==> src/verilog/wwdt_map.svh <==
// Register offsets, field positions, reset values and timing counts of the watchdog.
// Included by the design files that decode or build the control and status words.
`ifndef WWDT_MAP_SVH
`define WWDT_MAP_SVH

`define WWDT_CTRL_OFS   12'h000
`define WWDT_CLR_OFS    12'h004
`define WWDT_STAT_OFS   12'h008
`define WWDT_VER_OFS    12'h3FC

`define WWDT_CTRL_RST   32'h00010080
`define WWDT_STAT_RST   32'h00000003

`define WWDT_KEY_FIRST  8'h55
`define WWDT_KEY_SECOND 8'hAA

`define WWDT_EN_BIT     0
`define WWDT_DAR_BIT    1
`define WWDT_MODE_BIT   2
`define WWDT_LOCK_BIT   3
`define WWDT_FCD_BIT    7
`define WWDT_PSEL_LSB   8
`define WWDT_PSEL_MSB   12
`define WWDT_CEN_BIT    16
`define WWDT_COUNT_CLOCK_SOURCE_BIT  17
`define WWDT_TBAN_LSB   18
`define WWDT_TBAN_MSB   22
`define WWDT_KEY_LSB    24
`define WWDT_KEY_MSB    31
`define WWDT_CLRBIT     0

`define WWDT_SYNC_CYC   2'h2

`endif

==> src/verilog/wwdt_pkg.sv <==
// Types shared by the watchdog design.
// Assumes an AXI4-Lite register bus.
package wwdt_pkg;
	typedef enum logic [1:0]
	{
		WWDT_OKAY   = 2'h0,
		WWDT_SLVERR = 2'h2
	} wwdt_resp_type;

	typedef logic [4:0] wwdt_presc_type;
endpackage

==> src/verilog/wwdt_top.sv <==
// Windowed watchdog counter with keyed control and clear registers on AXI4-Lite.
// Assumes the counter clock sources arrive as one-cycle tick pulses synchronous to clk_in,
// and that the reset manager reports in wd_cause_in whether the pending reset is a watchdog reset.
`timescale 1ns/1ns
`include "wwdt_map.svh"

// Overview of operation
// - Watchdog reset with disable-after-reset zero restarts counting from zero, still enabled.
// - Watchdog reset with disable-after-reset one clears only the enable and lock bits.
// - Fuse auto-enable with calibration-done zero ignores writing one to disable-after-reset.
// - Mode one is window, zero basic; mode changes only while disabled.
// - Window timeout is ban of 2^(ban+1) then open 2^(prescale+1) ticks.
// - A valid clear inside the ban interval requests watchdog reset and clears counter.
// - A valid clear inside the open interval restarts the counter from zero.
// - Any accepted control value change clears the counter without watchdog reset.
// - Reaching full timeout clears the counter and requests a watchdog reset.
// - With counter clock gate zero, enable never falls from one to zero.
// - Fuse set gives enabled, basic mode, RC clock, long prescale after reset.
// - Calibration redone unless watchdog reset with calibration-done one; bit set afterwards.
// - Lock bit set blocks control writes until any reset.
// - Protected registers need a 0x55 then 0xAA keyed pair; key reads zero.
// - Clear bit zero does nothing; valid keyed one clears the counter.
// - Clock source select zero picks RC oscillator, one the crystal oscillator.
// - Counter clock gate zero stops counter clock; resets to one.
// - Enable read-back changes only after the counter side really switched.
// - Calibration-done bit sits at bit 7 and resets to one.
// - Status in-window flag is zero in ban interval, one in open interval.
// - Cleared flag drops on clear write, rises when done; clears while zero ignored.
// - Basic timeout is 2^(prescale+1) ticks; clear allowed any time.
module wwdt_top
#(
	parameter logic [4:0]  FUSE_PSEL     = 5'h11,
	// Arbitrary identification value.
	parameter logic [31:0] VERSION_VALUE = 32'h00000100
)
(
	// Clock and reset
	input  wire logic        clk_in,
	input  wire logic        rst_in,
	// AXI4-Lite write
	input  wire logic [11:0] s_axi_awaddr_in,
	input  wire logic        s_axi_awvalid_in,
	output logic             s_axi_awready_out,
	input  wire logic [31:0] s_axi_wdata_in,
	input  wire logic [3:0]  s_axi_wstrb_in,
	input  wire logic        s_axi_wvalid_in,
	output logic             s_axi_wready_out,
	output logic [1:0]       s_axi_bresp_out,
	output logic             s_axi_bvalid_out,
	input  wire logic        s_axi_bready_in,
	// AXI4-Lite read
	input  wire logic [11:0] s_axi_araddr_in,
	input  wire logic        s_axi_arvalid_in,
	output logic             s_axi_arready_out,
	output logic [31:0]      s_axi_rdata_out,
	output logic [1:0]       s_axi_rresp_out,
	output logic             s_axi_rvalid_out,
	input  wire logic        s_axi_rready_in,
	// Counter clock ticks and system side
	input  wire logic        system_rc_osc_tick_in,
	input  wire logic        crystal_slow_osc_tick_in,
	input  wire logic        fuse_auto_enable_in,
	input  wire logic        wd_cause_in,
	input  wire logic        flash_cal_finished_in,
	output logic             wd_reset_req_out,
	output logic             count_clock_source_out,
	output logic             count_clock_gate_out,
	output logic             flash_cal_req_out
);

	////////////////////////////////////////////////////////////////////////////////
	logic                   en;
	logic                   en_active;
	logic                   disable_after_wd_reset;
	logic                   mode;
	logic                   lock;
	logic                   fcd;
	wwdt_pkg::wwdt_presc_type psel;
	wwdt_pkg::wwdt_presc_type tban;
	logic                   count_clock_gate;
	logic                   count_clock_source;
	logic                   ctrl_arm;
	logic [23:0]            ctrl_arm_data;
	logic                   clr_arm;
	logic                   cleared;
	logic                   clr_busy;
	logic [1:0]             clr_cnt;
	logic [1:0]             en_cnt;
	logic [31:0]            cnt;
	logic                   wd_req;
	logic                   recal;
	logic                   wr_fire;
	logic                   wr_full;
	logic                   ctrl_wr;
	logic                   ctrl_ok;
	logic                   ctrl_changed;
	logic                   clr_wr;
	logic                   clr_ok;
	logic                   clr_apply;
	logic                   tick;
	logic                   timeout;
	logic                   in_window;
	logic                   rst_en;
	logic                   fcd_rd;
	logic                   next_mode;
	logic                   next_dar;
	logic [33:0]            ban_len;
	logic [33:0]            psel_len;
	logic [33:0]            total_len;
	logic [7:0]             wkey;
	logic [31:0]            ctrl_rd;
	localparam logic [31:0] CTRL_RESET = `WWDT_CTRL_RST;

	////////////////////////////////////////////////////////////////////////////////
	// Both write channels are taken together, so a write is one decision in one cycle.
	assign wr_fire           = s_axi_awvalid_in && s_axi_wvalid_in && !s_axi_bvalid_out;
	assign s_axi_awready_out = wr_fire;
	assign s_axi_wready_out  = wr_fire;
	assign s_axi_arready_out = !s_axi_rvalid_out;
	assign wr_full           = s_axi_wstrb_in == 4'hF;
	assign wkey              = s_axi_wdata_in[`WWDT_KEY_MSB:`WWDT_KEY_LSB];
	assign ctrl_wr           = wr_fire && wr_full && s_axi_awaddr_in == `WWDT_CTRL_OFS;
	assign clr_wr            = wr_fire && wr_full && s_axi_awaddr_in == `WWDT_CLR_OFS;

	always_ff @(posedge clk_in)
	begin
		if (rst_in)
		begin
			s_axi_bvalid_out <= 1'b0;
			s_axi_bresp_out  <= wwdt_pkg::WWDT_OKAY;
		end
		else if (wr_fire)
		begin
			s_axi_bvalid_out <= 1'b1;
			if (s_axi_awaddr_in == `WWDT_CTRL_OFS || s_axi_awaddr_in == `WWDT_CLR_OFS)
				s_axi_bresp_out <= wwdt_pkg::WWDT_OKAY;
			else
				s_axi_bresp_out <= wwdt_pkg::WWDT_SLVERR;
		end
		else if (s_axi_bready_in)
			s_axi_bvalid_out <= 1'b0;
	end

	////////////////////////////////////////////////////////////////////////////////
	// The key byte is not stored, so it always reads back as zero.
	assign fcd_rd  = fcd && !recal;
	assign ctrl_rd = {8'h00, 1'b0, tban, count_clock_source, count_clock_gate, 3'h0, psel, fcd_rd, 3'h0, lock, mode, disable_after_wd_reset,
		en_active};

	always_ff @(posedge clk_in)
	begin
		if (rst_in)
		begin
			s_axi_rvalid_out <= 1'b0;
			s_axi_rdata_out  <= 32'h00000000;
			s_axi_rresp_out  <= wwdt_pkg::WWDT_OKAY;
		end
		else if (s_axi_arvalid_in && !s_axi_rvalid_out)
		begin
			s_axi_rvalid_out <= 1'b1;
			s_axi_rresp_out  <= wwdt_pkg::WWDT_OKAY;
			case (s_axi_araddr_in)
				`WWDT_CTRL_OFS: s_axi_rdata_out <= ctrl_rd;
				`WWDT_CLR_OFS:  s_axi_rdata_out <= 32'h00000000;
				`WWDT_STAT_OFS: s_axi_rdata_out <= {30'h0, cleared, in_window};
				`WWDT_VER_OFS:  s_axi_rdata_out <= VERSION_VALUE;
				default:
				begin
					s_axi_rdata_out <= 32'h00000000;
					s_axi_rresp_out <= wwdt_pkg::WWDT_SLVERR;
				end
			endcase
		end
		else if (s_axi_rready_in)
			s_axi_rvalid_out <= 1'b0;
	end

	////////////////////////////////////////////////////////////////////////////////
	// Keyed control write: the second half must carry the same low bits as the first.
	assign ctrl_ok = ctrl_wr && ctrl_arm && wkey == `WWDT_KEY_SECOND && !lock
		&& s_axi_wdata_in[23:0] == ctrl_arm_data;
	assign next_mode = en_active ? mode : s_axi_wdata_in[`WWDT_MODE_BIT];
	assign next_dar  = (fuse_auto_enable_in && !fcd_rd && s_axi_wdata_in[`WWDT_DAR_BIT]) ? disable_after_wd_reset
		: s_axi_wdata_in[`WWDT_DAR_BIT];
	assign ctrl_changed = ctrl_ok && {next_mode, next_dar, s_axi_wdata_in[`WWDT_EN_BIT],
		s_axi_wdata_in[`WWDT_LOCK_BIT], s_axi_wdata_in[`WWDT_FCD_BIT],
		s_axi_wdata_in[`WWDT_PSEL_MSB:`WWDT_PSEL_LSB], s_axi_wdata_in[`WWDT_CEN_BIT],
		s_axi_wdata_in[`WWDT_COUNT_CLOCK_SOURCE_BIT], s_axi_wdata_in[`WWDT_TBAN_MSB:`WWDT_TBAN_LSB]}
		!= {mode, disable_after_wd_reset, en, lock, fcd, psel, count_clock_gate, count_clock_source, tban};
	assign rst_en = wd_cause_in ? (en && !disable_after_wd_reset) : fuse_auto_enable_in;

	always_ff @(posedge clk_in)
	begin
		if (rst_in)
		begin
			ctrl_arm      <= 1'b0;
			ctrl_arm_data <= 24'h000000;
			lock          <= 1'b0;
			fcd           <= 1'b1;
			en            <= rst_en;
			if (!wd_cause_in)
			begin
				disable_after_wd_reset   <= CTRL_RESET[`WWDT_DAR_BIT];
				mode  <= 1'b0;
				count_clock_gate   <= 1'b1;
				count_clock_source <= 1'b0;
				tban  <= 5'h00;
				psel  <= fuse_auto_enable_in ? FUSE_PSEL : 5'h00;
			end
		end
		else
		begin
			if (ctrl_wr)
			begin
				ctrl_arm      <= wkey == `WWDT_KEY_FIRST;
				ctrl_arm_data <= s_axi_wdata_in[23:0];
			end
			if (ctrl_ok)
			begin
				en    <= s_axi_wdata_in[`WWDT_EN_BIT];
				disable_after_wd_reset   <= next_dar;
				mode  <= next_mode;
				lock  <= s_axi_wdata_in[`WWDT_LOCK_BIT];
				fcd   <= s_axi_wdata_in[`WWDT_FCD_BIT];
				psel  <= s_axi_wdata_in[`WWDT_PSEL_MSB:`WWDT_PSEL_LSB];
				count_clock_gate   <= s_axi_wdata_in[`WWDT_CEN_BIT];
				count_clock_source <= s_axi_wdata_in[`WWDT_COUNT_CLOCK_SOURCE_BIT];
				tban  <= s_axi_wdata_in[`WWDT_TBAN_MSB:`WWDT_TBAN_LSB];
			end
		end
	end

	// Flash calibration is skipped only after a watchdog reset with the done bit set.
	always_ff @(posedge clk_in)
	begin
		if (rst_in)
			recal <= !(wd_cause_in && fcd_rd);
		else if (flash_cal_finished_in)
			recal <= 1'b0;
	end

	////////////////////////////////////////////////////////////////////////////////
	// Enable crosses to the counter side only while its clock runs; with the gate off a
	// pending disable stalls, so the read-back keeps showing one.
	always_ff @(posedge clk_in)
	begin
		if (rst_in)
		begin
			en_active <= rst_en;
			en_cnt    <= 2'h0;
		end
		else if (en != en_active && count_clock_gate)
		begin
			if (en_cnt == `WWDT_SYNC_CYC - 2'h1)
			begin
				en_active <= en;
				en_cnt    <= 2'h0;
			end
			else
				en_cnt <= en_cnt + 2'h1;
		end
		else
			en_cnt <= 2'h0;
	end

	////////////////////////////////////////////////////////////////////////////////
	// Keyed clear: first half must already carry a one in the clear bit.
	assign clr_ok = clr_wr && clr_arm && wkey == `WWDT_KEY_SECOND
		&& s_axi_wdata_in[`WWDT_CLRBIT] && cleared;
	assign clr_apply = clr_busy && clr_cnt == `WWDT_SYNC_CYC - 2'h1;

	always_ff @(posedge clk_in)
	begin
		if (rst_in)
		begin
			clr_arm  <= 1'b0;
			cleared  <= 1'b1;
			clr_busy <= 1'b0;
			clr_cnt  <= 2'h0;
		end
		else
		begin
			if (clr_wr)
				clr_arm <= wkey == `WWDT_KEY_FIRST && s_axi_wdata_in[`WWDT_CLRBIT];
			if (clr_ok)
			begin
				cleared  <= 1'b0;
				clr_busy <= 1'b1;
				clr_cnt  <= 2'h0;
			end
			else if (clr_apply)
			begin
				cleared  <= 1'b1;
				clr_busy <= 1'b0;
			end
			else if (clr_busy)
				clr_cnt <= clr_cnt + 2'h1;
		end
	end

	////////////////////////////////////////////////////////////////////////////////
	// Lengths are 34 bits wide so that the largest prescale never wraps the comparison;
	// a window total beyond the 32-bit counter range can never be reached.
	assign ban_len   = 34'h1 << ({1'b0, tban} + 6'h01);
	assign psel_len  = 34'h1 << ({1'b0, psel} + 6'h01);
	assign total_len = mode ? ban_len + psel_len : psel_len;
	assign in_window = !mode || !en_active || {2'h0, cnt} >= ban_len;
	assign tick      = en_active && count_clock_gate && (count_clock_source ? crystal_slow_osc_tick_in
		: system_rc_osc_tick_in);
	assign timeout   = tick && {2'h0, cnt} + 34'h1 >= total_len;

	always_ff @(posedge clk_in)
	begin
		if (rst_in)
			cnt <= 32'h00000000;
		else if (ctrl_changed || clr_apply || timeout)
			cnt <= 32'h00000000;
		else if (tick)
			cnt <= cnt + 32'h00000001;
	end

	always_ff @(posedge clk_in)
	begin
		if (rst_in)
			wd_req <= 1'b0;
		else if (timeout || (clr_apply && !in_window))
			wd_req <= 1'b1;
	end

	assign wd_reset_req_out       = wd_req;
	assign count_clock_source_out = count_clock_source;
	assign count_clock_gate_out   = count_clock_gate;
	assign flash_cal_req_out      = recal;
endmodule

==> config.mk <==
export PLATFORM = sky130hd
export DESIGN_NAME = wwdt_top
export DESIGN_NICKNAME = d
export VERILOG_FILES = /design/src/verilog/wwdt_pkg.sv /design/src/verilog/wwdt_top.sv
export VERILOG_INCLUDE_DIRS = /design/src /design/src/verilog
export SDC_FILE = /design/constraint.sdc
export NUM_CORES = 1
export LEC_CHECK = 0
export ABC_AREA = 1
export BUFFER_PORTS_ARGS = -buffer_cell sky130_fd_sc_hd__buf_2
export CAP_MARGIN = 20
export CORE_MARGIN = 4
export CORE_UTILIZATION = 30
export DETAILED_ROUTE_END_ITERATION = 7
export SLEW_MARGIN = 20
export SYNTH_ARGS = -nofsm -noshare
export SYNTH_HDL_FRONTEND = slang
export SYNTH_SLANG_ARGS = --single-unit
==> constraint.sdc <==
create_clock -name clk_in -period 6.2 [get_ports clk_in]
set_clock_uncertainty 0.2 [all_clocks]
set_input_delay 0.62 -clock clk_in [delete_from_list [all_inputs] [get_ports clk_in]]
set_output_delay 0.62 -clock clk_in [all_outputs]
set_load 0.01 [all_outputs]
==> results by stage, run 1 <==
Outcome:
- The run finished with clean final reports.

Global route:
- After global routing the overflow that remains totals 0.
- The met1 track demand over resource is 25.15%.
- The busiest layer in global routing is met2.
- The number of antenna violations at the first check in global routing was 2.
- For met3 alone, demand over resource in global routing was 3.187%.
- The number of global-route vias before repair is 10790.
- The global-route met2 utilization is 32.71%.
- The aggregate global-route resource usage is 19.27%.
- The pin count of the biggest net entering global routing is 48.
- The first global-routing pass estimated 59.68 mm of wire.

Timing:
- Setup violations remaining at the end of the flow were counted as 0.
- The worst slack on hold paths is 0.2281 ns.
- The setup total negative slack is 0 ns.
- Setup repair after global routing left no endpoint under its margin.
- Measured against its own limit, the worst slew margin works out to 39.26%.
- The share of the clock period used by the worst path after layout is 92.66%.
- The final-report max-slew violation count is 0.
- The upper clock frequency limit is 174.1 MHz.
- The final setup slack of the worst path is 0.4549 ns.
- The count of final hold-check violations is 0.
- The slew at the pin with the worst max-slew slack is 0.9101 ns.
- Subtracting the final worst setup slack from the clock period gives 5.745 ns.

CTS:
- The source-to-sink clock delay at the later pin of the worst-skew pair is 0.37 ns.
- The clock edge transition at the registers on the reported setup and hold paths is 0.09 ns.
- The TritonCTS buffer count is 9.
- The longest clock path from root to sink contains 2 buffers.
- After clock tree synthesis, the flow added hold-fix buffers numbering 0.
- The H-tree was split into 3 levels.
- The clock drives 105 sinks.
- The root buffer cell chosen for the clock tree is sky130_fd_sc_hd__clkbuf_16.
- TritonCTS built the clock tree.

Pwr:
- The share of power burned in combinational logic is 25.7%.
- The leakage power is 5.644 nW.
- The fraction of power consumed by sequential logic is 41.1%.
- The cell area power density is 150.2 nW/µm².
- Net switching is 36.71% of the power.
- Of the total power, the clock network draws 33.2%.
- Across the VDD grid, the largest voltage drop is 0.1831 mV.
- The internal power of the cells totals 1.160 mW.
- The switching power summed over all nets is 672.8 µW.

Logic synthesis:
- Of the post-synthesis cell area, the dominant cell type holds 16.06%.
- After synthesis, the netlist uses 61 different library cells.
- Counting flops and latches in the post-synthesis netlist gives 105.
- Summing the sequential cell areas from Yosys gives 20.71% of the chip area.
- For this run, asynchronously set or reset flops after synthesis account for 0%.
- Yosys mapped a number of flops with a built-in enable equal to 17.
- The number of instances in the synthesized netlist is 1718.
- The cell type contributing the most total cell area after synthesis is sky130_fd_sc_hd__dfxtp_1.
- In this run the cell area of the synthesized design comes to 10970 µm².
- For this run, the leading register cell type out of synthesis is sky130_fd_sc_hd__dfxtp_1.
- Sorting the synthesized cells by area gives the leading types as sky130_fd_sc_hd__dfxtp_1 16%, sky130_fd_sc_hd__nand2_1 12%, sky130_fd_sc_hd__ha_1 11%, sky130_fd_sc_hd__inv_1 9.2%, sky130_fd_sc_hd__nor2_1 7.7%.
- The count of warnings emitted by yosys is 0.
- After synthesis, the mean cell area works out to 6.386 µm².

Place:
- Buffers placed on the I/O ports in this run total 99.
- The placed instance count is 2252.
- The congestion estimate from routability-driven global placement came to 0.9710.
- The minimum setup slack after placement is 0.4721 ns.
- The cell area reported after detailed placement is 11870 µm².
- The half-perimeter wire length after placement is 32.50 mm.

Drt:
- The number of DRC markers in iteration 0 is 900.
- After detailed routing, the average wire length per cell comes to 17.18 µm.
- The number of search-and-repair iterations in the first detailed-routing pass is 7.
- The vias after detailed routing is 11400.
- In this run the remaining antenna-violating nets after routing total 0.
- The post-detailed-route via-to-cell ratio is 5.025.
- The total wirelength of the detailed-routed design is 38.98 mm.
- After detailed routing, the number of remaining DRC violations is 0.

Job:
- The number of violations of the max-capacitance limit is 0.

Setup path:
- The critical path class is flop to flop.
- The maximum fanout along the worst path is 18.
- The startpoint type of the worst setup path is a flop.
- The slowest cell on the critical path is sky130_fd_sc_hd__edfxtp_1.
- The critical path contains buffers and inverters numbering 5 combined.
- The top cell family by delay on the critical path is simple AND/OR/NAND/NOR gates.
- The worst setup path is captured at a flop.
- Data on the critical path is required at its endpoint by 6.24 ns.
- The arrival time at the worst endpoint is 5.78 ns.
- The largest stage delay on the critical path is 0.52 ns.
- The dominant cell type by count on the critical path is sky130_fd_sc_hd__nand2_1.

Die:
- The count of standard-cell rows is 69.
- The core region is 35830 µm².
- The die is 199.2 µm tall.
- The number of top-level pins is 117.
- The die extent in x is 199.2 µm.
- The initial core utilization is 30.62%.
- The die covers 39700 µm².

Final layout:
- The synthesis-to-layout area growth is 11.20%.
- The share of layout cells above drive strength 1 is 12.67%.
- 0 antenna diodes ended up in the layout.
- The total non-filler cell area in the finished layout is 12200 µm².
- At the end of the flow, the number of nets in the layout was 1975.
- The count of cells in the finished layout, fillers not included, comes to 2269.

Hold path:
- The min-delay analysis places its worst path in the category flop to flop.
==> per-layer routing <==
metal,routed length (µm),vias up
li1,-,5697
met1,17150,5197
met2,18010,439
met3,2645,64
met4,1148,4
met5,22,-
==> worst paths after layout <==
| check | start | to | slack (ns) | cells after the start |
|---|---|---|---|---|
| setup / recovery | tban[1]$_SDFFCE_PP0P_ | cnt[23]$_SDFFE_PP0P_ | 0.45 | 35 |
| hold / removal | en_cnt[0]$_SDFF_PP0_ | en_cnt[0]$_SDFF_PP0_ | 0.23 | 1 |
| hold reg to reg | en_cnt[0]$_SDFF_PP0_ | en_cnt[0]$_SDFF_PP0_ | 0.23 | 1 |
| setup reg to reg | tban[1]$_SDFFCE_PP0P_ | cnt[23]$_SDFFE_PP0P_ | 0.45 | 35 |
==> synthesized netlist by cell type (8+ instances only) <==
cell / number
sky130_fd_sc_hd__xnor2_1: 9
sky130_fd_sc_hd__dfxtp_1: 88
sky130_fd_sc_hd__a31oi_1: 11
sky130_fd_sc_hd__nand2_1: 347
sky130_fd_sc_hd__nand3_1: 61
sky130_fd_sc_hd__buf_4: 22
sky130_fd_sc_hd__or2_2: 10
sky130_fd_sc_hd__xor2_1: 48
sky130_fd_sc_hd__a21oi_1: 117
sky130_fd_sc_hd__nor2_1: 226
sky130_fd_sc_hd__o21ai_0: 142
sky130_fd_sc_hd__clkbuf_1: 31
sky130_fd_sc_hd__nor2_4: 33
sky130_fd_sc_hd__nand4_1: 25
sky130_fd_sc_hd__nor2_2: 8
sky130_fd_sc_hd__edfxtp_1: 17
sky130_fd_sc_hd__ha_1: 99
sky130_fd_sc_hd__o21a_1: 8
sky130_fd_sc_hd__nor4_1: 17
sky130_fd_sc_hd__nor3_1: 35
sky130_fd_sc_hd__inv_1: 270
==> cell usage in the layout, fill, tap and decap left out, types with 4 or more instances in the layout <==
| cell type | count |
|---|---|
| sky130_fd_sc_hd__nand4_1 | 25 |
| sky130_fd_sc_hd__clkbuf_16 | 9 |
| sky130_fd_sc_hd__nor2_2 | 9 |
| sky130_fd_sc_hd__nand2_1 | 347 |
| sky130_fd_sc_hd__nor2_1 | 225 |
| sky130_fd_sc_hd__conb_1 | 20 |
| sky130_fd_sc_hd__ha_1 | 99 |
| sky130_fd_sc_hd__xor2_1 | 48 |
| sky130_fd_sc_hd__o2111ai_1 | 5 |
| sky130_fd_sc_hd__a21o_1 | 5 |
| sky130_fd_sc_hd__o21ai_0 | 142 |
| sky130_fd_sc_hd__xnor2_1 | 9 |
| sky130_fd_sc_hd__a21oi_1 | 117 |
| sky130_fd_sc_hd__nand3_2 | 4 |
| sky130_fd_sc_hd__o21a_1 | 8 |
| sky130_fd_sc_hd__a2111oi_0 | 7 |
| sky130_fd_sc_hd__a211oi_1 | 4 |
| sky130_fd_sc_hd__nand3_1 | 61 |
| sky130_fd_sc_hd__nor3_1 | 34 |
| sky130_fd_sc_hd__inv_1 | 270 |
| sky130_fd_sc_hd__inv_2 | 7 |
| sky130_fd_sc_hd__nand2_2 | 7 |
| sky130_fd_sc_hd__nand2_4 | 6 |
| sky130_fd_sc_hd__buf_4 | 16 |
| sky130_fd_sc_hd__or2_2 | 10 |
| sky130_fd_sc_hd__a31oi_1 | 11 |
| sky130_fd_sc_hd__dfxtp_1 | 88 |
| sky130_fd_sc_hd__nor4_1 | 17 |
| sky130_fd_sc_hd__nor2_4 | 33 |
| sky130_fd_sc_hd__buf_2 | 99 |
| sky130_fd_sc_hd__edfxtp_1 | 17 |
==> flip-flops by register name, summed over array words and instances, names as in the netlist, 2 cells and up <==
register	count
clr_cnt	2
cnt	32
ctrl_arm_data	24
en_cnt	2
psel	5
s_axi_rdata_out	17
tban	5
==> through the flow <==
stage / util [%] / power [mW]
final: 34.05 / 1.833
after detailed placement: 33.13 / 1.228
after global placement: 33.13 / 1.224
after global routing: 34.05 / 1.927
after CTS: 33.99 / 1.837
after floorplan: - / 1.075
==> final cells by class <==
type,count,area (µm²)
fill,3953,23630
timing repair buffer,116,635.6
clock inverter,7,80.08
inverter,280,1057
multi-input combinational,1291,7353
tap,461,576.8
sequential,105,2272
clock buffer,9,225.2
==> power groups by stage <==
stage                     clock [mW]  sequential (mW)  combinational (mW)
final                          0.609            0.753               0.471
after global routing           0.650            0.757               0.521
after CTS                      0.622            0.753               0.462
after detailed placement           0            0.768               0.460
after global placement             0            0.768               0.456
after floorplan                    0            0.755               0.320
==> kinds of logic (layout without fill, tap and decap cells) <==
| family | count (synthesis) | count (layout) | share of synthesized area [%] |
|---|---|---|---|
| and+or+nand+nor | 801 | 801 | 34.51 |
| buffers and inverters | 341 | 412 | 13.07 |
| AOI/OAI and AO/OA | 310 | 310 | 15.38 |
| DFF | 105 | 105 | 20.71 |
| adders and majority gates | 100 | 100 | 11.47 |
| xor gates and xnor gates | 57 | 57 | 4.550 |
| muxes | 3 | 3 | 0.2737 |
| other | 1 | 20 | 0.03418 |
==> timing repair <==
item / 4_1_cts / 5_1_grt
buffers inserted: 0 / 1
resized for setup: 0 / 3
endpoints found under the setup margin: 0 / 24
Power figures use the tool's default switching activity.
==> run 2, diff against run 1 <==
Settings changed: ABC_AREA 1 to default, SETUP_SLACK_MARGIN from default to 0.5.
==> results by stage, run 2 <==
Setup path:
- The maximum fanout along the worst path is 11 (was 18).
- The slowest cell on the critical path is sky130_fd_sc_hd__edfxtp_1 (unchanged).
- The arrival time at the worst endpoint was 5.52 ns (was 5.78 ns).
- The data required time of the worst path is 6.30 ns (was 6.24 ns).
- The startpoint type of the worst setup path is a flop (unchanged).
- The top cell family by delay on the critical path was compound AO/OA/AOI/OAI gates (was simple AND/OR/NAND/NOR gates).
- The buffers plus inverters on the worst setup path was 4 (was 5).
- Walking the worst path, the cells encountered are nor2_2 > buf_4 > nand4_1 > fa_2 > nor2b_2 > o211a_1 > o211ai_2 > a2111oi_4 > buf_4 > o21bai_1 > a21boi_1 > o21ai_1 > and4_1 > a211oi_1 > ha_1 > a21o_1 > a21oi_1 > buf_4 > o2111ai_1 > a31oi_1 > o21ai_1 > o311a_4 > clkbuf_16 > nor3_2.
- The critical path class is flop to flop (unchanged).
- The dominant cell type by count on the critical path is sky130_fd_sc_hd__buf_4 (was sky130_fd_sc_hd__nand2_1).
- The largest stage delay on the critical path is 0.50 ns (was 0.52 ns).
- The sort of element at the end of the critical path is a flop (unchanged).

Place:
- The minimum setup slack after placement is 0.1942 ns (was 0.4721 ns).
- The total of buffers placed on input and output ports is 99 (unchanged).
- The half-perimeter wire length after placement is 23.34 mm (was 32.50 mm).
- The routability congestion estimate from global placement is 0.9693 (was 0.9710).
- The placed instance count was 1757 (was 2252).
- The cell area reported after detailed placement is 10670 µm² (was 11870 µm²).

CTS:
- The number of buffers on the longest clock path is 2 (unchanged).
- The source-to-sink clock delay at the later pin of the worst-skew pair is 0.37 ns (about the same).
- The number of sinks on the clock net came to 105 (unchanged).
- The depth of the CTS H-tree came to 3 (unchanged).
- The clock tree from TritonCTS is done (unchanged).
- The TritonCTS buffer count came to 9 (unchanged).
- The clock edge transition at the registers on the reported setup and hold paths is 0.08 ns (was 0.09 ns).
- The clock root buffer is sky130_fd_sc_hd__clkbuf_16 (unchanged).

Pwr:
- The share of power burned in combinational logic is 17.9% (was 25.7%).
- The maximum vdd ir drop is 0.1252 mV (was 0.1831 mV).
- The leakage power is 5.149 nW (was 5.644 nW).
- The internal power summed over all cells is 1.102 mW (was 1.160 mW).
- The cell area power density was 142.2 nW/µm² (was 150.2 nW/µm²).
- The clock network power share is 37.0% (was 33.2%).
- The fraction of power consumed by sequential logic was 45.2% (was 41.1%).
- The fraction of power spent switching nets came to 31.10% (was 36.71%).
- The switching power summed over all nets is 497.4 µW (was 672.8 µW).

Die:
- The number of top-level pins is 117 (unchanged).
- The die extent in x is 188.9 µm (was 199.2 µm).
- The die span in y is 188.9 µm (was 199.2 µm).
- The die outline area is 35660 µm² (was 39700 µm²).
- The core area was 31880 µm² (was 35830 µm²).
- The initial core utilization was 30.78% (was 30.62%).
- The count of standard-cell rows is 65 (was 69).

Timing:
- The final-report max-slew violation count was 0 (unchanged).
- The final critical path time including I/O delays and setup is 5.418 ns (was 5.745 ns).
- The upper clock frequency limit is 184.6 MHz (was 174.1 MHz).
- RSZ-0062 raised after global routing: false (unchanged).
- The slew at the pin with the worst max-slew slack is 1.095 ns (was 0.9101 ns).
- The count of final hold-check violations was 0 (unchanged).
- The count of endpoints failing setup in the final report is 0 (unchanged).
- The worst slew margin relative to its limit is 26.98% (was 39.26%).
- The share of the clock period used by the worst path after layout is 87.39% (was 92.66%).
- The final setup slack of the worst path is 0.7816 ns (was 0.4549 ns).
- The setup total negative slack is 0 ns (unchanged).

Final layout:
- The number of antenna cells inserted is 0 (unchanged).
- The flip-flop count of the largest register, all copies and words added is 32 (unchanged).
- The number of standard cells in the final layout excluding fillers was 1795 (was 2269).
- Registers with the most flip-flops: cnt: 32 flops, ctrl_arm_data: 24 flops, s_axi_rdata_out: 17 flops (unchanged).
- The number of inserted filler cells in the final layout is 3385 (was 3953).
- The most common cell after layout, fill and taps aside is sky130_fd_sc_hd__nand2_1 (unchanged).
- The number of nets in the finished design was 1527 (was 1975).
- Most frequent cells in the layout: 166 x sky130_fd_sc_hd__nand2_1, 124 x sky130_fd_sc_hd__a21oi_1, 99 x sky130_fd_sc_hd__ha_1, 99 x sky130_fd_sc_hd__buf_2, 89 x sky130_fd_sc_hd__nor2_1 (was 347 x sky130_fd_sc_hd__nand2_1, 270 x sky130_fd_sc_hd__inv_1, 225 x sky130_fd_sc_hd__nor2_1, 142 x sky130_fd_sc_hd__o21ai_0, 117 x sky130_fd_sc_hd__a21oi_1).
- The top register by number of flip-flops is cnt (unchanged).
- The synthesis-to-layout area growth was 14.60% (was 11.20%).
- The share of layout cells above drive strength 1 is 17.65% (was 12.67%).
- The total non-filler cell area in the finished layout is 11240 µm² (was 12200 µm²).

Logic synthesis:
- The cell with the most instances after synthesis was sky130_fd_sc_hd__nand2_1 (unchanged).
- The mean instance size in the synthesized netlist is 7.793 µm² (was 6.386 µm²).
- The count of distinct cell types in the synthesized netlist came to 87 (was 61).
- Synth area leaders: sky130_fd_sc_hd__dfxtp_1 18%, sky130_fd_sc_hd__ha_1 13%, sky130_fd_sc_hd__nand2_1 6.5%, sky130_fd_sc_hd__a21oi_1 6.4%, sky130_fd_sc_hd__xor2_1 6.2% (was sky130_fd_sc_hd__dfxtp_1 16%, sky130_fd_sc_hd__nand2_1 12%, sky130_fd_sc_hd__ha_1 11%, sky130_fd_sc_hd__inv_1 9.2%, sky130_fd_sc_hd__nor2_1 7.7%).
- The number of instances in the synthesized netlist is 1259 (was 1718).
- The count of warnings emitted by yosys is 0 (unchanged).
- The post-synthesis sequential area ratio came to 23.16% (was 20.71%).
- The cell type contributing the most total cell area after synthesis is sky130_fd_sc_hd__dfxtp_1 (unchanged).
- The number of synthesized flops with an enable pin is 17 (unchanged).
- The top cell type's share of synthesized area was 17.95% (was 16.06%).
- The netlist area before placement is 9812 µm² (was 10970 µm²).
- The total of flip-flops plus latches after synthesis is 105 (unchanged).
- The most used flip-flop cell after synthesis is sky130_fd_sc_hd__dfxtp_1 (unchanged).
- Leading post-synthesis cells by instance count: 169 x sky130_fd_sc_hd__nand2_1, 125 x sky130_fd_sc_hd__a21oi_1, 99 x sky130_fd_sc_hd__ha_1 (was 347 x sky130_fd_sc_hd__nand2_1, 270 x sky130_fd_sc_hd__inv_1, 226 x sky130_fd_sc_hd__nor2_1).
- The share of flip-flops with an asynchronous set or reset came to 0% (unchanged).

Outcome:
- Result of the run: finished, final reports clean (unchanged).

Global route:
- The met1 track demand over resource is 22.09% (was 25.15%).
- The total grt overflow is 0 (unchanged).
- The aggregate global-route resource usage is 16.69% (was 19.27%).
- The global-route track usage on met3 is 3.429% (was 3.187%).
- The number of antenna violations at the first check in global routing is 3 (was 2).
- The busiest layer in global routing was met2 (unchanged).
- The number of global-route vias before repair is 9061 (was 10790).
- The global-route met2 utilization is 27.47% (was 32.71%).
- The pin count of the biggest net entering global routing is 72 (was 48).
- The first-pass GRT wire length came to 48.27 mm (was 59.68 mm).

Drt:
- The number of DRC markers in iteration 0 is 687 (was 900).
- The number of search-and-repair iterations in the first detailed-routing pass is 6 (was 7).
- The routed wirelength normalized by instance count is 17.05 µm (was 17.18 µm).
- The post-detailed-route via-to-cell ratio is 5.206 (was 5.025).
- The vias after detailed routing is 9345 (was 11400).
- The total wirelength of the detailed-routed design was 30.60 mm (was 38.98 mm).
- The number of nets still failing antenna checks after routing came to 0 (unchanged).
- The remaining design rule violation count is 0 (unchanged).

Job:
- The number of violations of the max-capacitance limit is 0 (unchanged).

Hold path:
- The class of the most critical hold timing path was flop to flop (unchanged).
==> run 2: metrics by stage <==
| stage | power, mW | util [%] | hold WS, ns |
|---|---|---|---|
| CTS | 1.600 | 34.56 | 0.2185 |
| global placement | 1.000 | 33.48 | 0.2082 |
| global route | 1.665 | 35.27 | 0.2311 |
| detailed placement | 1.003 | 33.48 | 0.2174 |
| floorplan | 0.9073 | - | 0.1991 |
| finish | 1.599 | 35.27 | 0.2258 |
==> run 2: power by group through the flow <==
stage | sequential, mW | clock, mW | combinational, mW
floorplan | 0.728 | 0 | 0.179
global placement | 0.740 | 0 | 0.261
detailed placement | 0.741 | 0 | 0.262
CTS | 0.724 | 0.608 | 0.268
global route | 0.724 | 0.629 | 0.312
finish | 0.722 | 0.592 | 0.286
==> run 2: final cells by class <==
type                    count  area [µm²]  area share, %
flip-flops and latches    105        2272          20.21
inverters                  59       221.5          1.970
well taps                 435       544.3          4.840
clock inverters             5       46.29         0.4117
multi-input cells        1039        7077          62.94
repair buffers            141       840.8          7.477
clock buffers              11       242.7          2.159
==> run 2: cells by family after synthesis <==
| kind of cell | count (synthesis) | share of synthesized area (%) |
|---|---|---|
| AOI/OAI and AO/OA | 267 | 17.22 |
| DFF | 105 | 23.16 |
| buffers and inverters | 134 | 6.529 |
| and+or+nand+nor | 513 | 27.67 |
| adders and majority gates | 101 | 12.93 |
| muxes | 9 | 0.9436 |
| other | 1 | 0.03822 |
| xor gates and xnor gates | 129 | 11.51 |
==> run 2: worst register-to-register path, stage by stage, from the launching register on <==
cell                        delay (ns)
sky130_fd_sc_hd__edfxtp_1         0.50
sky130_fd_sc_hd__nor2_2           0.14
sky130_fd_sc_hd__buf_4            0.17
sky130_fd_sc_hd__nand4_1          0.18
sky130_fd_sc_hd__fa_2             0.43
sky130_fd_sc_hd__nor2b_2          0.17
sky130_fd_sc_hd__o211a_1          0.19
sky130_fd_sc_hd__o211ai_2         0.17
sky130_fd_sc_hd__a2111oi_4        0.37
sky130_fd_sc_hd__buf_4            0.20
sky130_fd_sc_hd__o21bai_1         0.08
sky130_fd_sc_hd__a21boi_1         0.15
sky130_fd_sc_hd__o21ai_1          0.09
sky130_fd_sc_hd__and4_1           0.22
sky130_fd_sc_hd__a211oi_1         0.23
sky130_fd_sc_hd__ha_1             0.29
sky130_fd_sc_hd__a21o_1           0.16
sky130_fd_sc_hd__a21oi_1          0.16
sky130_fd_sc_hd__buf_4            0.14
sky130_fd_sc_hd__o2111ai_1        0.11
sky130_fd_sc_hd__a31oi_1          0.23
sky130_fd_sc_hd__o21ai_1          0.13
sky130_fd_sc_hd__o311a_4          0.22
sky130_fd_sc_hd__clkbuf_16        0.22
sky130_fd_sc_hd__nor3_2           0.18
==> run 2: path summary, 6_finish.rpt <==
path,startpoint,endpoint,slack (ns),depth (start not counted)
worst max-delay path,psel[3]$_SDFFCE_PP0P_,cnt[25]$_SDFFE_PP0P_,0.78,24
worst min-delay path,en_cnt[0]$_SDFF_PP0_,en_cnt[0]$_SDFF_PP0_,0.23,1
worst max register to register,psel[3]$_SDFFCE_PP0P_,cnt[25]$_SDFFE_PP0P_,0.78,24
worst min register to register,en_cnt[0]$_SDFF_PP0_,en_cnt[0]$_SDFF_PP0_,0.23,1
==> run 2: metal layers <==
metal | vias up | routed length (µm)
met4 | 6 | 789
met1 | 4370 | 13620
met5 | - | 39
met3 | 60 | 2161
met2 | 325 | 13990
li1 | 4584 | -
==> run 2: timing repair <==
action,CTS,global route
endpoints found under the setup margin,33,33
pin swaps,1,5
resized for setup,4,21
buffers inserted,5,16
gates cloned,0,1
hold buffers,0,0
==> run 3, diff against run 2 <==
Settings changed: CORE_MARGIN 4 to 5, PLACE_DENSITY from default to 0.54.
==> results by stage, run 3 (same netlist as run 2, synthesis figures left out) <==
Outcome:
- Result of the run: finished, final reports clean (unchanged).

Place:
- The total of buffers placed on input and output ports is 99 (unchanged).
- The half-perimeter wire length after placement is 23.97 mm (was 23.34 mm).
- The placed instance count was 1769 (was 1757).
- The routability congestion estimate from global placement was 0.9054 (was 0.9693).

Global route:
- The aggregate global-route resource usage came to 16.75% (was 16.69%).
- The pin count of the biggest net entering global routing is 72 (unchanged).
- The first-pass GRT wire length is 48.80 mm (was 48.27 mm).
- The number of global-route vias before repair is 9083 (was 9061).
- The total grt overflow is 0 (unchanged).
- The number of antenna violations at the first check in global routing is 3 (unchanged).

Hold path:
- The class of the most critical hold timing path is input port to flop (was flop to flop).
- The hold-critical path endpoint was s_axi_rvalid_out$_SDFFE_PP0P_ (was en_cnt[0]$_SDFF_PP0_).
- The critical hold path startpoint is s_axi_rready_in (was en_cnt[0]$_SDFF_PP0_).
- The hold-critical path depth came to 2 (was 1).

Timing:
- The upper clock frequency limit is 183.5 MHz (was 184.6 MHz).
- RSZ-0062 raised after global routing: true (was false).
- The count of endpoints failing setup in the final report is 0 (unchanged).
- The setup total negative slack is 0 ns (unchanged).
- The final-report max-slew violation count is 0 (unchanged).
- The share of the clock period used by the worst path after layout is 87.90% (was 87.39%).
- The worst slack on hold paths was 0.2211 ns (was 0.2258 ns).
- The worst slew margin relative to its limit is 28.40% (was 26.98%).
- The count of final hold-check violations is 0 (unchanged).
- The final critical path time including I/O delays and setup is 5.450 ns (was 5.418 ns).
- The slew at the pin with the worst max-slew slack is 1.070 ns (was 1.095 ns).

Drt:
- The remaining design rule violation count is 0 (unchanged).
- The total wirelength of the detailed-routed design is 31.02 mm (was 30.60 mm).
- The number of DRC markers in iteration 0 is 562 (was 687).
- The routed wirelength normalized by instance count is 17.16 µm (was 17.05 µm).
- The vias after detailed routing is 9197 (was 9345).
- The number of nets still failing antenna checks after routing is 0 (unchanged).
- The number of search-and-repair iterations in the first detailed-routing pass is 5 (was 6).
- The post-detailed-route via-to-cell ratio was 5.090 (was 5.206).

Die:
- The number of top-level pins came to 117 (unchanged).
- The count of standard-cell rows was 66 (was 65).
- The die extent in x is 190.9 µm (was 188.9 µm).
- The die span in y was 190.9 µm (was 188.9 µm).
- The initial core utilization is 30.23% (was 30.78%).
- The die outline area is 36420 µm² (was 35660 µm²).
- The core area is 32450 µm² (was 31880 µm²).

Final layout:
- The share of layout cells above drive strength 1 is 18.40% (was 17.65%).
- The top register by number of flip-flops was cnt (unchanged).
- The end-of-flow core utilization is 35.05% (was 35.27%).
- Registers with the most flip-flops: cnt: 32 flops, ctrl_arm_data: 24 flops, s_axi_rdata_out: 17 flops (unchanged).
- Most frequent cells in the layout: 167 x sky130_fd_sc_hd__nand2_1, 122 x sky130_fd_sc_hd__a21oi_1, 99 x sky130_fd_sc_hd__ha_1, 99 x sky130_fd_sc_hd__buf_2, 89 x sky130_fd_sc_hd__nor2_1 (was 166 x sky130_fd_sc_hd__nand2_1, 124 x sky130_fd_sc_hd__a21oi_1, 99 x sky130_fd_sc_hd__ha_1, 99 x sky130_fd_sc_hd__buf_2, 89 x sky130_fd_sc_hd__nor2_1).
- The number of standard cells in the final layout excluding fillers is 1807 (was 1795).
- The flip-flop count of the largest register, all copies and words added is 32 (unchanged).
- The number of nets in the finished design is 1531 (was 1527).
- The synthesis-to-layout area growth is 15.94% (was 14.60%).
- The most common cell after layout, fill and taps aside is sky130_fd_sc_hd__nand2_1 (unchanged).

Pwr:
- The leakage power is 5.188 nW (was 5.149 nW).
- The cell area power density is 144.4 nW/µm² (was 142.2 nW/µm²).
- The maximum vdd ir drop is 0.1473 mV (was 0.1252 mV).

CTS:
- The TritonCTS buffer count is 9 (unchanged).
- The clock edge transition at the registers on the reported setup and hold paths is 0.09 ns (was 0.08 ns).
- The clock root buffer is sky130_fd_sc_hd__clkbuf_16 (unchanged).
- The clock tree from TritonCTS is done (unchanged).
- The depth of the CTS H-tree is 3 (unchanged).
- The source-to-sink clock delay at the later pin of the worst-skew pair was 0.37 ns (about the same).
- The number of buffers on the longest clock path is 2 (unchanged).
- The number of sinks on the clock net came to 105 (unchanged).

Setup path:
- The capturing point of the worst reg2reg path is wd_reset_req_out$_SDFFE_PP0P_ (was cnt[25]$_SDFFE_PP0P_).
- The setup slack of the most critical reg-to-reg path is 0.75 ns (was 0.78 ns).
- The data required time of the worst path is 6.27 ns (was 6.30 ns).
- The origin of the critical flop-to-flop path is tban[4]$_SDFFCE_PP0P_ (was psel[3]$_SDFFCE_PP0P_).
- The arrival time at the worst endpoint is 5.52 ns (about the same).
- The maximum fanout along the worst path was 5 (was 11).
- The critical path class is flop to flop (unchanged).
- The startpoint type of the worst setup path is a flop (unchanged).
- The cell depth of the worst flop-to-flop path was 24 (unchanged).
- The sort of element at the end of the critical path is a flop (unchanged).

Job:
- The number of violations of the max-capacitance limit is 0 (unchanged).
-- run 3: cell types whose count changed in the layout (fill, tap and decap cells not counted), sizes merged --
cell | previous run | this run
buf | 140 | 144
clkinv | 4 | 5
bufinv | 0 | 1
clkinvlp | 0 | 1
clkbuf | 12 | 10
inv | 60 | 59
diode | 0 | 1
-- run 3: cell type report --
| type | instances | area [µm²] |
|---|---|---|
| fillers | 3439 | 21080 |
| inverters | 59 | 225.2 |
| well taps | 442 | 553.0 |
| repair buffers | 145 | 870.8 |
| flip-flops and latches | 105 | 2272 |
| diodes | 1 | 2.502 |
| multi-input cells | 1039 | 7132 |
| clock inverters | 7 | 95.09 |
| clock buffers | 9 | 225.2 |
-- run 3: power breakdown --
group	internal [mW]	total, mW	switching [mW]
clock network	0.326	0.632	0.306
logic	0.107	0.292	0.185
registers	0.704	0.718	0.0143
-- run 3: worst max path at each step --
stage | start | to | slack (ns) | depth (start not counted)
after floorplan | tban[0]$_SDFFCE_PP0P_ | wd_reset_req_out$_SDFFE_PP0P_ | 0.99 | 23
after global placement | tban[3]$_SDFFCE_PP0P_ | cnt[3]$_SDFFE_PP0P_ | 0.33 | 22
after detailed placement | tban[3]$_SDFFCE_PP0P_ | cnt[4]$_SDFFE_PP0P_ | 0.16 | 23
after CTS | psel[2]$_SDFFCE_PP0P_ | cnt[4]$_SDFFE_PP0P_ | 0.52 | 24
after global routing | psel[2]$_SDFFCE_PP0P_ | cnt[3]$_SDFFE_PP0P_ | 0.49 | 24
final | tban[4]$_SDFFCE_PP0P_ | wd_reset_req_out$_SDFFE_PP0P_ | 0.75 | 24
-- run 3: metrics by stage --
stage               power [mW]  worst slack [ns]  area [µm²]
floorplan               0.9073            0.9921        9883
global placement         1.005            0.3272       10720
detailed placement       1.005            0.1625       10720
CTS                      1.652            0.5218       11150
global route             1.719            0.4883       11370
finish                   1.642            0.7502       11380
-- run 3: timing repair --
action                                 CTS  global route
pin swaps                                4             3
hold buffers                             0             0
setup endpoints to repair               33            33
setup buffers                           11             9
resized for setup                        6            30
gates cloned                             0             1
endpoints found under the hold margin    0             0
-- run 3: per-layer routing --
metal,global-route usage [%],part of all wire [%],wire length (µm),vias up
met4,6.050,3.3,1013,6
met5,0,0.11,33,-
met2,27.27,46,14220,232
li1,-,-,-,4600
met3,4.376,6.2,1938,54
met1,21.42,45,13820,4305
-- run 3: worst max-delay path, cell delays in order, from the launching register on --
cell                       delay, ns
sky130_fd_sc_hd__edfxtp_1       0.44
sky130_fd_sc_hd__buf_4          0.19
sky130_fd_sc_hd__nor3b_4        0.24
sky130_fd_sc_hd__nand2_1        0.12
sky130_fd_sc_hd__inv_1          0.07
sky130_fd_sc_hd__ha_1           0.27
sky130_fd_sc_hd__o21a_1         0.21
sky130_fd_sc_hd__o21ai_2        0.15
sky130_fd_sc_hd__a211oi_2       0.06
sky130_fd_sc_hd__or4b_4         0.61
sky130_fd_sc_hd__a211oi_4       0.27
sky130_fd_sc_hd__nor3_1         0.10
sky130_fd_sc_hd__o21ai_1        0.20
sky130_fd_sc_hd__nor4b_2        0.23
sky130_fd_sc_hd__nor3_1         0.10
sky130_fd_sc_hd__ha_1           0.30
sky130_fd_sc_hd__a21o_1         0.18
sky130_fd_sc_hd__a21o_1         0.18
sky130_fd_sc_hd__a21oi_2        0.16
sky130_fd_sc_hd__o211ai_1       0.11
sky130_fd_sc_hd__a31oi_1        0.18
sky130_fd_sc_hd__o21ai_1        0.14
sky130_fd_sc_hd__o311a_4        0.22
sky130_fd_sc_hd__buf_4          0.17
sky130_fd_sc_hd__o31a_1         0.26
